<file path="config.mk">
export PLATFORM = sky130hd
export DESIGN_NAME = enclave_guest_exit_control
export DESIGN_NICKNAME = d
export VERILOG_FILES = /design/src/common/enclave_exit_pkg.sv /design/src/verilog/enclave_guest_exit_control.sv
export SDC_FILE = /design/constraint.sdc
export NUM_CORES = 1
export LEC_CHECK = 0
export BUFFER_PORTS_ARGS = -buffer_cell sky130_fd_sc_hd__buf_2
export CORE_MARGIN = 8
export CORE_UTILIZATION = 35
export CTS_CLUSTER_DIAMETER = 30
export DETAILED_ROUTE_END_ITERATION = 7
export SLEW_MARGIN = 20
export SYNTH_ARGS = -nofsm -noshare
export SYNTH_HDL_FRONTEND = slang
export SYNTH_SLANG_ARGS = --single-unit
</file>
<file path="constraint.sdc">
create_clock -name sys_clk_i -period 3.1 [get_ports sys_clk_i]
set_input_delay 0.62 -clock sys_clk_i [delete_from_list [all_inputs] [get_ports sys_clk_i]]
set_output_delay 0.62 -clock sys_clk_i [all_outputs]
set_load 0.005 [all_outputs]
</file>
<file path="src/common/enclave_exit_pkg.sv">
// Purpose: Shared constants and carriers for the enclave guest exit control block
// Assumes: Register port with one-cycle read latency, 32-bit data
// Notes:   Offsets are word-aligned byte addresses
package enclave_exit_pkg;
   // Register map (byte addresses)
   localparam logic [7:0] OFS_CTRL      = 8'h00;
   localparam logic [7:0] OFS_BITMAP_LO = 8'h04;
   localparam logic [7:0] OFS_BITMAP_HI = 8'h08;
   localparam logic [7:0] OFS_SEC_CTRL  = 8'h0C;
   localparam logic [7:0] OFS_QUAL_LO   = 8'h10;
   localparam logic [7:0] OFS_QUAL_HI   = 8'h14;
   localparam logic [7:0] OFS_REASON    = 8'h18;
   localparam logic [7:0] OFS_STATUS    = 8'h1C;
   // Field positions
   localparam int CTRL_EXIT_EN_BIT   = 0;
   localparam int CTRL_APIC_VIRT_BIT = 1;
   localparam int SEC_VIRT_EXT_BIT   = 29;
   // Reset values
   localparam logic [63:0] BITMAP_RESET = 64'h0000_0000_0000_0000;
   localparam logic [31:0] CTRL_RESET   = 32'h0000_0000;
   // Exit reasons
   localparam logic [15:0] REASON_NONE     = 16'h0000;
   localparam logic [15:0] REASON_CONFLICT = 16'h0047;
   localparam logic [15:0] REASON_LEAF     = 16'h003C;
   localparam logic [15:0] REASON_APIC     = 16'h002C;
   // Conflict qualification codes
   localparam logic [15:0] QC_TRACK_RES  = 16'h0000;
   localparam logic [15:0] QC_TRACK_REF  = 16'h0001;
   localparam logic [15:0] QC_PAGE_FAULT = 16'h0002;
   localparam logic [15:0] QC_PAGE_ERR   = 16'h0003;
   // Fault vectors
   localparam logic [7:0] VEC_NONE = 8'h00;
   localparam logic [7:0] VEC_GP   = 8'h0D;
   localparam logic [7:0] VEC_PF   = 8'h0E;

   typedef enum logic [1:0] {
      CONF_TRACK_RES = 2'h0,
      CONF_TRACK_REF = 2'h1,
      CONF_PAGE_FAULT = 2'h2,
      CONF_PAGE_ERR  = 2'h3
   } conflict_kind_t;

   typedef enum logic [1:0] {
      ACC_EXPLICIT_ENCL = 2'h0,
      ACC_IMPLICIT      = 2'h1,
      ACC_NON_ENCLAVE   = 2'h3
   } access_kind_t;

   typedef enum logic [1:0] {
      TGT_ENCLAVE_CONTROL = 2'h0,
      TGT_THREAD_CONTROL  = 2'h1,
      TGT_STATE_SAVE      = 2'h2,
      TGT_OTHER           = 2'h3
   } implicit_target_t;

   // Privileged or user leaf request from the decoder
   typedef struct packed {
      logic       valid;
      logic       guest;
      logic       legal_mode;
      logic       user_leaf;
      logic [1:0] current_privilege_level;
      logic [5:0] leaf;
   } leaf_req_t;

   typedef struct packed {
      logic       allow;
      logic       vm_exit;
      logic       fault_gp;
      logic       fault_ud;
   } leaf_rsp_t;

   // Memory access classification request
   typedef struct packed {
      logic             valid;
      logic             guest;
      access_kind_t     kind;
      implicit_target_t target;
      logic             apic_overlap;
      logic             fetch;
      logic             in_enclave;
      logic             in_range;
      logic             xlat_ok;
      logic             page_store;
   } mem_req_t;

   typedef struct packed {
      logic       allow;
      logic       apic_exit;
      logic       redirect;
      logic [7:0] fault_vec;
      logic       set_ad;
      logic       nested_walk;
   } mem_rsp_t;

   typedef struct packed {
      logic           valid;
      logic           guest;
      conflict_kind_t kind;
      logic [15:0]    err;
   } conflict_req_t;
endpackage

</file>
<file path="src/verilog/enclave_guest_exit_control.sv">
// Purpose: Guest exit decisions for enclave instructions and enclave memory accesses
// Assumes: All request inputs are synchronous to sys_clk_i
// Notes:   Decisions are registered; answers stand one cycle after the request
//
// Local design decisions: strobed register access and the register offsets.
`timescale 1ns/1ps
module enclave_guest_exit_control (
   // Clock and reset
   input  wire logic                            sys_clk_i,
   input  wire logic                            reset_i,
   // Register port
   input  wire logic [7:0]                      reg_addr_i,
   input  wire logic [31:0]                     reg_wdata_i,
   input  wire logic                            reg_wr_i,
   input  wire logic                            reg_rd_i,
   output logic      [31:0]                     reg_rdata_o,
   // Leaf decision
   input  wire enclave_exit_pkg::leaf_req_t     leaf_req_i,
   output enclave_exit_pkg::leaf_rsp_t          leaf_rsp_o,
   output logic                                 leaf_done_o,
   // Memory access decision
   input  wire enclave_exit_pkg::mem_req_t      mem_req_i,
   output enclave_exit_pkg::mem_rsp_t           mem_rsp_o,
   output logic                                 mem_done_o,
   // Conflict events
   input  wire enclave_exit_pkg::conflict_req_t conflict_req_i,
   output logic                                 conflict_exit_o,
   output logic      [63:0]                     exit_qual_o,
   output logic      [15:0]                     exit_reason_o
);

   ////////////////////////////////////////////////////////////////////////////
   // State
   typedef struct packed {
      logic [31:0]                  ctrl;
      logic [31:0]                  sec_ctrl;
      logic [63:0]                  bitmap;
      logic [63:0]                  qual;
      logic [15:0]                  reason;
      logic [31:0]                  rdata;
      logic [7:0]                   exit_count;
      enclave_exit_pkg::leaf_rsp_t  leaf_rsp;
      logic                         leaf_done;
      enclave_exit_pkg::mem_rsp_t   mem_rsp;
      logic                         mem_done;
      logic                         conf_exit;
   } state_t;

   state_t s_q;
   state_t s_d;

   logic exit_en;
   logic apic_virt;
   logic virt_ext;

   assign exit_en   = s_q.ctrl[enclave_exit_pkg::CTRL_EXIT_EN_BIT];
   assign apic_virt = s_q.ctrl[enclave_exit_pkg::CTRL_APIC_VIRT_BIT];
   assign virt_ext  = s_q.sec_ctrl[enclave_exit_pkg::SEC_VIRT_EXT_BIT];

   ////////////////////////////////////////////////////////////////////////////
   // Next state
   always_comb begin
      logic        cpl_ok;
      logic        bit_hit;
      logic        imp_ok;
      logic [15:0] code;
      s_d       = s_q;
      cpl_ok    = 1'b0;
      bit_hit   = 1'b0;
      imp_ok    = 1'b0;
      code      = enclave_exit_pkg::QC_TRACK_RES;

      // Register writes
      if (reg_wr_i) begin
         unique case (reg_addr_i)
            enclave_exit_pkg::OFS_CTRL:      s_d.ctrl = reg_wdata_i;
            enclave_exit_pkg::OFS_BITMAP_LO: s_d.bitmap[31:0] = reg_wdata_i;
            enclave_exit_pkg::OFS_BITMAP_HI: s_d.bitmap[63:32] = reg_wdata_i;
            enclave_exit_pkg::OFS_SEC_CTRL:  s_d.sec_ctrl = reg_wdata_i;
            default: ;
         endcase
      end

      // Register reads, data in the following cycle
      s_d.rdata = 32'h0000_0000;
      if (reg_rd_i) begin
         unique case (reg_addr_i)
            enclave_exit_pkg::OFS_CTRL:      s_d.rdata = s_q.ctrl;
            enclave_exit_pkg::OFS_BITMAP_LO: s_d.rdata = s_q.bitmap[31:0];
            enclave_exit_pkg::OFS_BITMAP_HI: s_d.rdata = s_q.bitmap[63:32];
            enclave_exit_pkg::OFS_SEC_CTRL:  s_d.rdata = s_q.sec_ctrl;
            enclave_exit_pkg::OFS_QUAL_LO:   s_d.rdata = s_q.qual[31:0];
            enclave_exit_pkg::OFS_QUAL_HI:   s_d.rdata = s_q.qual[63:32];
            enclave_exit_pkg::OFS_REASON:    s_d.rdata = {16'h0000, s_q.reason};
            enclave_exit_pkg::OFS_STATUS:    s_d.rdata = {24'h000000, s_q.exit_count};
            default:                         s_d.rdata = 32'h0000_0000;
         endcase
      end

      ////////////////////////////////////////////////////////////////////////
      // Privileged / user leaf decision
      s_d.leaf_rsp  = '0;
      s_d.leaf_done = leaf_req_i.valid;
      if (leaf_req_i.valid) begin
         cpl_ok  = (leaf_req_i.current_privilege_level == 2'h0);
         bit_hit = s_q.bitmap[leaf_req_i.leaf];
         if (!leaf_req_i.legal_mode) begin
            s_d.leaf_rsp.fault_ud = 1'b1;
         end else if (leaf_req_i.user_leaf) begin
            // Guest state adds nothing to user leaves
            s_d.leaf_rsp.allow = 1'b1;
         end else if (!cpl_ok) begin
            s_d.leaf_rsp.fault_gp = 1'b1;
         end else if (leaf_req_i.guest && exit_en && bit_hit) begin
            s_d.leaf_rsp.vm_exit = 1'b1;
            s_d.reason           = enclave_exit_pkg::REASON_LEAF;
         end else begin
            s_d.leaf_rsp.allow = 1'b1;
         end
      end

      ////////////////////////////////////////////////////////////////////////
      // Memory access decision
      s_d.mem_rsp  = '0;
      s_d.mem_done = mem_req_i.valid;
      if (mem_req_i.valid) begin
         // Operand addresses always take both translation stages in the guest
         s_d.mem_rsp.nested_walk = mem_req_i.guest && !(mem_req_i.kind ==
                                   enclave_exit_pkg::ACC_IMPLICIT);
         imp_ok = (mem_req_i.target != enclave_exit_pkg::TGT_OTHER);
         if (!mem_req_i.xlat_ok) begin
            s_d.mem_rsp.fault_vec = enclave_exit_pkg::VEC_PF;
         end else if (mem_req_i.fetch && mem_req_i.in_enclave && !mem_req_i.in_range) begin
            // Checked before any APIC overlap handling
            s_d.mem_rsp.fault_vec = enclave_exit_pkg::VEC_GP;
         end else if (mem_req_i.kind == enclave_exit_pkg::ACC_IMPLICIT) begin
            if (imp_ok) begin
               s_d.mem_rsp.allow = 1'b1;
            end else begin
               s_d.mem_rsp.fault_vec = enclave_exit_pkg::VEC_GP;
            end
         end else if (mem_req_i.guest && apic_virt && mem_req_i.apic_overlap) begin
            if (mem_req_i.kind == enclave_exit_pkg::ACC_EXPLICIT_ENCL) begin
               s_d.mem_rsp.fault_vec = enclave_exit_pkg::VEC_PF;
            end else begin
               s_d.mem_rsp.apic_exit = 1'b1;
               s_d.reason            = enclave_exit_pkg::REASON_APIC;
            end
         end else begin
            s_d.mem_rsp.allow = 1'b1;
         end
         // Flag updates stand even if the instruction later faults elsewhere
         s_d.mem_rsp.set_ad = mem_req_i.guest && mem_req_i.page_store &&
                              (s_d.mem_rsp.fault_vec == enclave_exit_pkg::VEC_NONE) &&
                              !s_d.mem_rsp.apic_exit;
      end

      ////////////////////////////////////////////////////////////////////////
      // Conflict exit; wins over other exit reason updates in the same cycle
      s_d.conf_exit = 1'b0;
      if (conflict_req_i.valid && conflict_req_i.guest && virt_ext) begin
         unique case (conflict_req_i.kind)
            enclave_exit_pkg::CONF_TRACK_RES:  code = enclave_exit_pkg::QC_TRACK_RES;
            enclave_exit_pkg::CONF_TRACK_REF:  code = enclave_exit_pkg::QC_TRACK_REF;
            enclave_exit_pkg::CONF_PAGE_FAULT: code = enclave_exit_pkg::QC_PAGE_FAULT;
            enclave_exit_pkg::CONF_PAGE_ERR:   code = enclave_exit_pkg::QC_PAGE_ERR;
         endcase
         s_d.conf_exit = 1'b1;
         s_d.reason    = enclave_exit_pkg::REASON_CONFLICT;
         s_d.qual      = {32'h0000_0000,
                          (code == enclave_exit_pkg::QC_PAGE_ERR) ? conflict_req_i.err
                                                                  : 16'h0000,
                          code};
         s_d.exit_count = s_q.exit_count + 8'h01;
      end
   end

   ////////////////////////////////////////////////////////////////////////////
   // Registers
   always_ff @(posedge sys_clk_i) begin
      if (reset_i) begin
         s_q        <= '0;
         s_q.ctrl   <= enclave_exit_pkg::CTRL_RESET;
         s_q.bitmap <= enclave_exit_pkg::BITMAP_RESET;
         s_q.reason <= enclave_exit_pkg::REASON_NONE;
      end else begin
         s_q <= s_d;
      end
   end

   assign reg_rdata_o     = s_q.rdata;
   assign leaf_rsp_o      = s_q.leaf_rsp;
   assign leaf_done_o     = s_q.leaf_done;
   assign mem_rsp_o       = s_q.mem_rsp;
   assign mem_done_o      = s_q.mem_done;
   assign conflict_exit_o = s_q.conf_exit;
   assign exit_qual_o     = s_q.qual;
   assign exit_reason_o   = s_q.reason;

endmodule

</file>
==> results list <==
* Run status: completed
* Wire length of the first global-routing pass: 46.0 mm
- Floorplan die height: 183 um
* Commonest cells after routing, fill and taps aside: 319 x sky130_fd_sc_hd__nand2_1, 216 x sky130_fd_sc_hd__dfxtp_1, 167 x sky130_fd_sc_hd__a21oi_1, 167 x sky130_fd_sc_hd__buf_2, 52 x sky130_fd_sc_hd__mux2i_1
* Setup repair after global routing missed its margin: no
- The via count of the first global-routing pass came to around 7.9k.
- The first TritonRoute pass finished after 5 iterations.
- The worst setup path is captured at a flip-flop.
- Starting Density: between 30% and 40%
* Slew @ Worst Pin: 810 ps
- Wires add up to between 30 and 40 mm.
- Avg Vias per Cell: roughly 5.0
- The critical path is of the input port to flip-flop type.
* Final #Nets: between 1k and 1.5k
- The wire-length estimate of the detail-placed layout is 21.0 mm.
- Counting I/O delays and the setup requirement, the final critical path takes 2500 ps.
- Total number of vias: between 8k and 9k
- Relative to the synthesized area, the layout overhead comes to 18.8%.
* Highest net fanout along the worst path: 19
* Clock Tree Root: sky130_fd_sc_hd__clkbuf_16
- Worst skew pair latency: approximately 500 ps
- Dividing the final minimum period by the clock period gives 80.8%.
- The number of hold buffers added after CTS was 0.
- Global routing finished with a remaining overflow of 0.
- Number of warning messages in the yosys log: 0
- In this run the remaining antenna-violating nets after routing total 0.
- Per-cell routed wire length: around 18 um
- Mean Syn Cell Area: 8.30 um^2
- Async SR Flop Fraction: 0%
- Number of flip-flops and latches in the synthesized netlist: ~220
* Clock-pin slew on the worst setup and hold paths: ~50 ps
- Combined global-route utilization of all metal layers: between 10% and 20%
- Worst-case register-to-register setup slack: 970 ps
- Clock tree synthesis inserted a total of 39 buffers.
- Among all flip-flop cells after synthesis, the most frequent one is sky130_fd_sc_hd__dfxtp_1.
* Final number of max-transition violations: 0
- After the first detailed-routing iteration, the DRC count stood at 560.
- The tool flagged a number of max-cap violations equal to 0.
- Post-synth EDFFs: 0
- Number of port buffers: 168
- Routability-driven placement finished with a final weighted congestion of between 0.8 and 0.9.
* Clock Sinks: between 200 and 250
- In the final timing run, aggregate negative setup slack is 0 ps.
- Crit path launch type: input port
- # DRC: 0
* Synthesized netlist cell count: between 1k and 1.5k
* I/O pin count: 220
- Summed over all cells, the static leakage comes to roughly 4.6 nW.
- Slew HR: 46.0%
- Area of the die: 33500 um^2
- Most common cell after layout, fill and taps aside: sky130_fd_sc_hd__nand2_1
* Setup Slack @ Placement: approximately 88 ps
* X dimension of the die: approximately 180 um
- Worst-case clock buffer depth: 3
* Fraction of layout cells with a size suffix above 1: 22.0%
- Along the worst hold path, the cell count comes to 2.
- Data arrival time at the worst-slack endpoint: ~3000 ps
- Entering global routing, the biggest net connects between 70 and 80 pins.
- Number of antenna violations at the first check in global routing: 11
- In this run the core area contains approximately 60 standard-cell rows.
- Areal power density over the cells: about 630 nW/um^2
- Across the VDD grid, the largest voltage drop is just over 300 uV.
- The tightest min-delay check is of the input port to flip-flop type.
- Skew final: 8.93 ps
- Post-CTS Setup Bufs: 0
- Seq/Total Area, Yosys: approximately 44%
- In the post-route analysis, the smallest setup slack over all paths is 596 ps.
- Yosys mapped the design onto 43 distinct sky130hd cell types.
- Endpoints failing setup: 0
- In this run the number of H-tree levels came out at 2.
* Maximum clock rate: around 400 MHz
* FF-to-FF path depth: 8
- Data on the critical path is required at its endpoint by about 3500 ps.
- In this run the standard cell core region covers 27600 um^2.
- CTS tree: yes
* Dpl cells: between 1.5k and 2k
- After synthesis the cells add up to ~10000 um^2.
- Gates resized during post-CTS repair numbered 0.
* Final number of hold-violating endpoints: 0
- Cell Count, Final, Fillers Out: roughly 1.7k
per-stage QoR:
step	power (mW)	cell area (um^2)	utilization [%]	hold WS (ps)
after floorplan	3.04	9960	-	433
after global placement	3.13	10300	37.2	440
after detailed placement	3.13	10300	37.2	446
after CTS	7.41	11600	42.0	288
after global routing	7.58	11600	42.0	307
final	7.35	11600	42.0	303
routing by layer:
layer	wire length, um	global-route usage [%]	part of all wire, %
met5	134	0	0.44
met4	506	4.16	1.7
met3	3060	6.05	10
met2	13800	28.0	46
met1	12700	21.6	42
worst max-delay path: stages:
cell and delay (ps):
sky130_fd_sc_hd__buf_2 100, sky130_fd_sc_hd__or4_1 660, sky130_fd_sc_hd__or3_1 430, sky130_fd_sc_hd__nor3b_2 320, sky130_fd_sc_hd__buf_4 340, sky130_fd_sc_hd__a22oi_1 240
sky130_fd_sc_hd__a21oi_1 200
final cells by class:
class | count | area (um^2)
repair buffers | 198 | 1130
multi-input cells | 804 | 4340
fillers | 2802 | 16000
flip-flops and latches | 216 | 4320
well taps | 378 | 473
inverters | 2 | 7.51
clock buffers | 48 | 1110
clock inverters | 19 | 220
diodes | 2 | 5.00
final timing paths:
kind | startpoint | endpoint
setup / recovery | reg_addr_i[5] | reg_rdata_o[19]
hold / removal | leaf_req_i[9] | leaf_rsp_o[0]
hold reg to reg | s_q[260] | s_q[260]
setup reg to reg | s_q[167] | exit_reason_o[9]
Yosys cell counts (all sizes together) (2+ instances only):
library cell	instances	share of area, %
xnor2	2	0.18
and3	4	0.26
a22o	16	1.4
mux4	12	2.8
nor2b	6	0.38
nand4	5	0.32
o31a	2	0.18
clkbuf	48	1.8
nand2	319	12
nor2	42	1.6
a32o	2	0.20
nand3	18	0.92
buf	158	12
o21ai	19	0.97
nor3b	4	0.41
xor2	5	0.45
a21oi	167	8.6
mux2i	52	5.3
a41o	3	0.31
and2	4	0.26
nor3	9	0.61
a221oi	2	0.18
a22oi	48	3.7
dfxtp	216	44
inv	2	0.077
registers in the layout, indices dropped and copies added (netlist names), 4 cells and up:
register and count:
exit_qual_o 18, exit_reason_o 16, leaf_rsp_o 4, mem_rsp_o 7, reg_rdata_o 32, s_q 134
cells by family (layout without fill, tap and decap cells):
logic type	after synthesis	in the layout	synth area share, %
buf+inv	208	267	13.5
mux	64	64	8.09
xor+xnor	7	7	0.627
fa+ha+maj	1	1	0.128
compound gates	265	265	16.0
flops	216	216	44.3
simple gates	416	416	17.4
other cells	1	53	0.0384
where the power goes:
part / internal (mW) / switching, mW / total (mW) / leakage (nW)
Sequential: 2.79 / 0.00274 / 2.79 / 1.74
Combinational: 0.101 / 0.188 / 0.289 / 2.18
Clock: 2.87 / 1.40 / 4.27 / 0.651
Note: power is estimated with default switching activity, not from simulation.
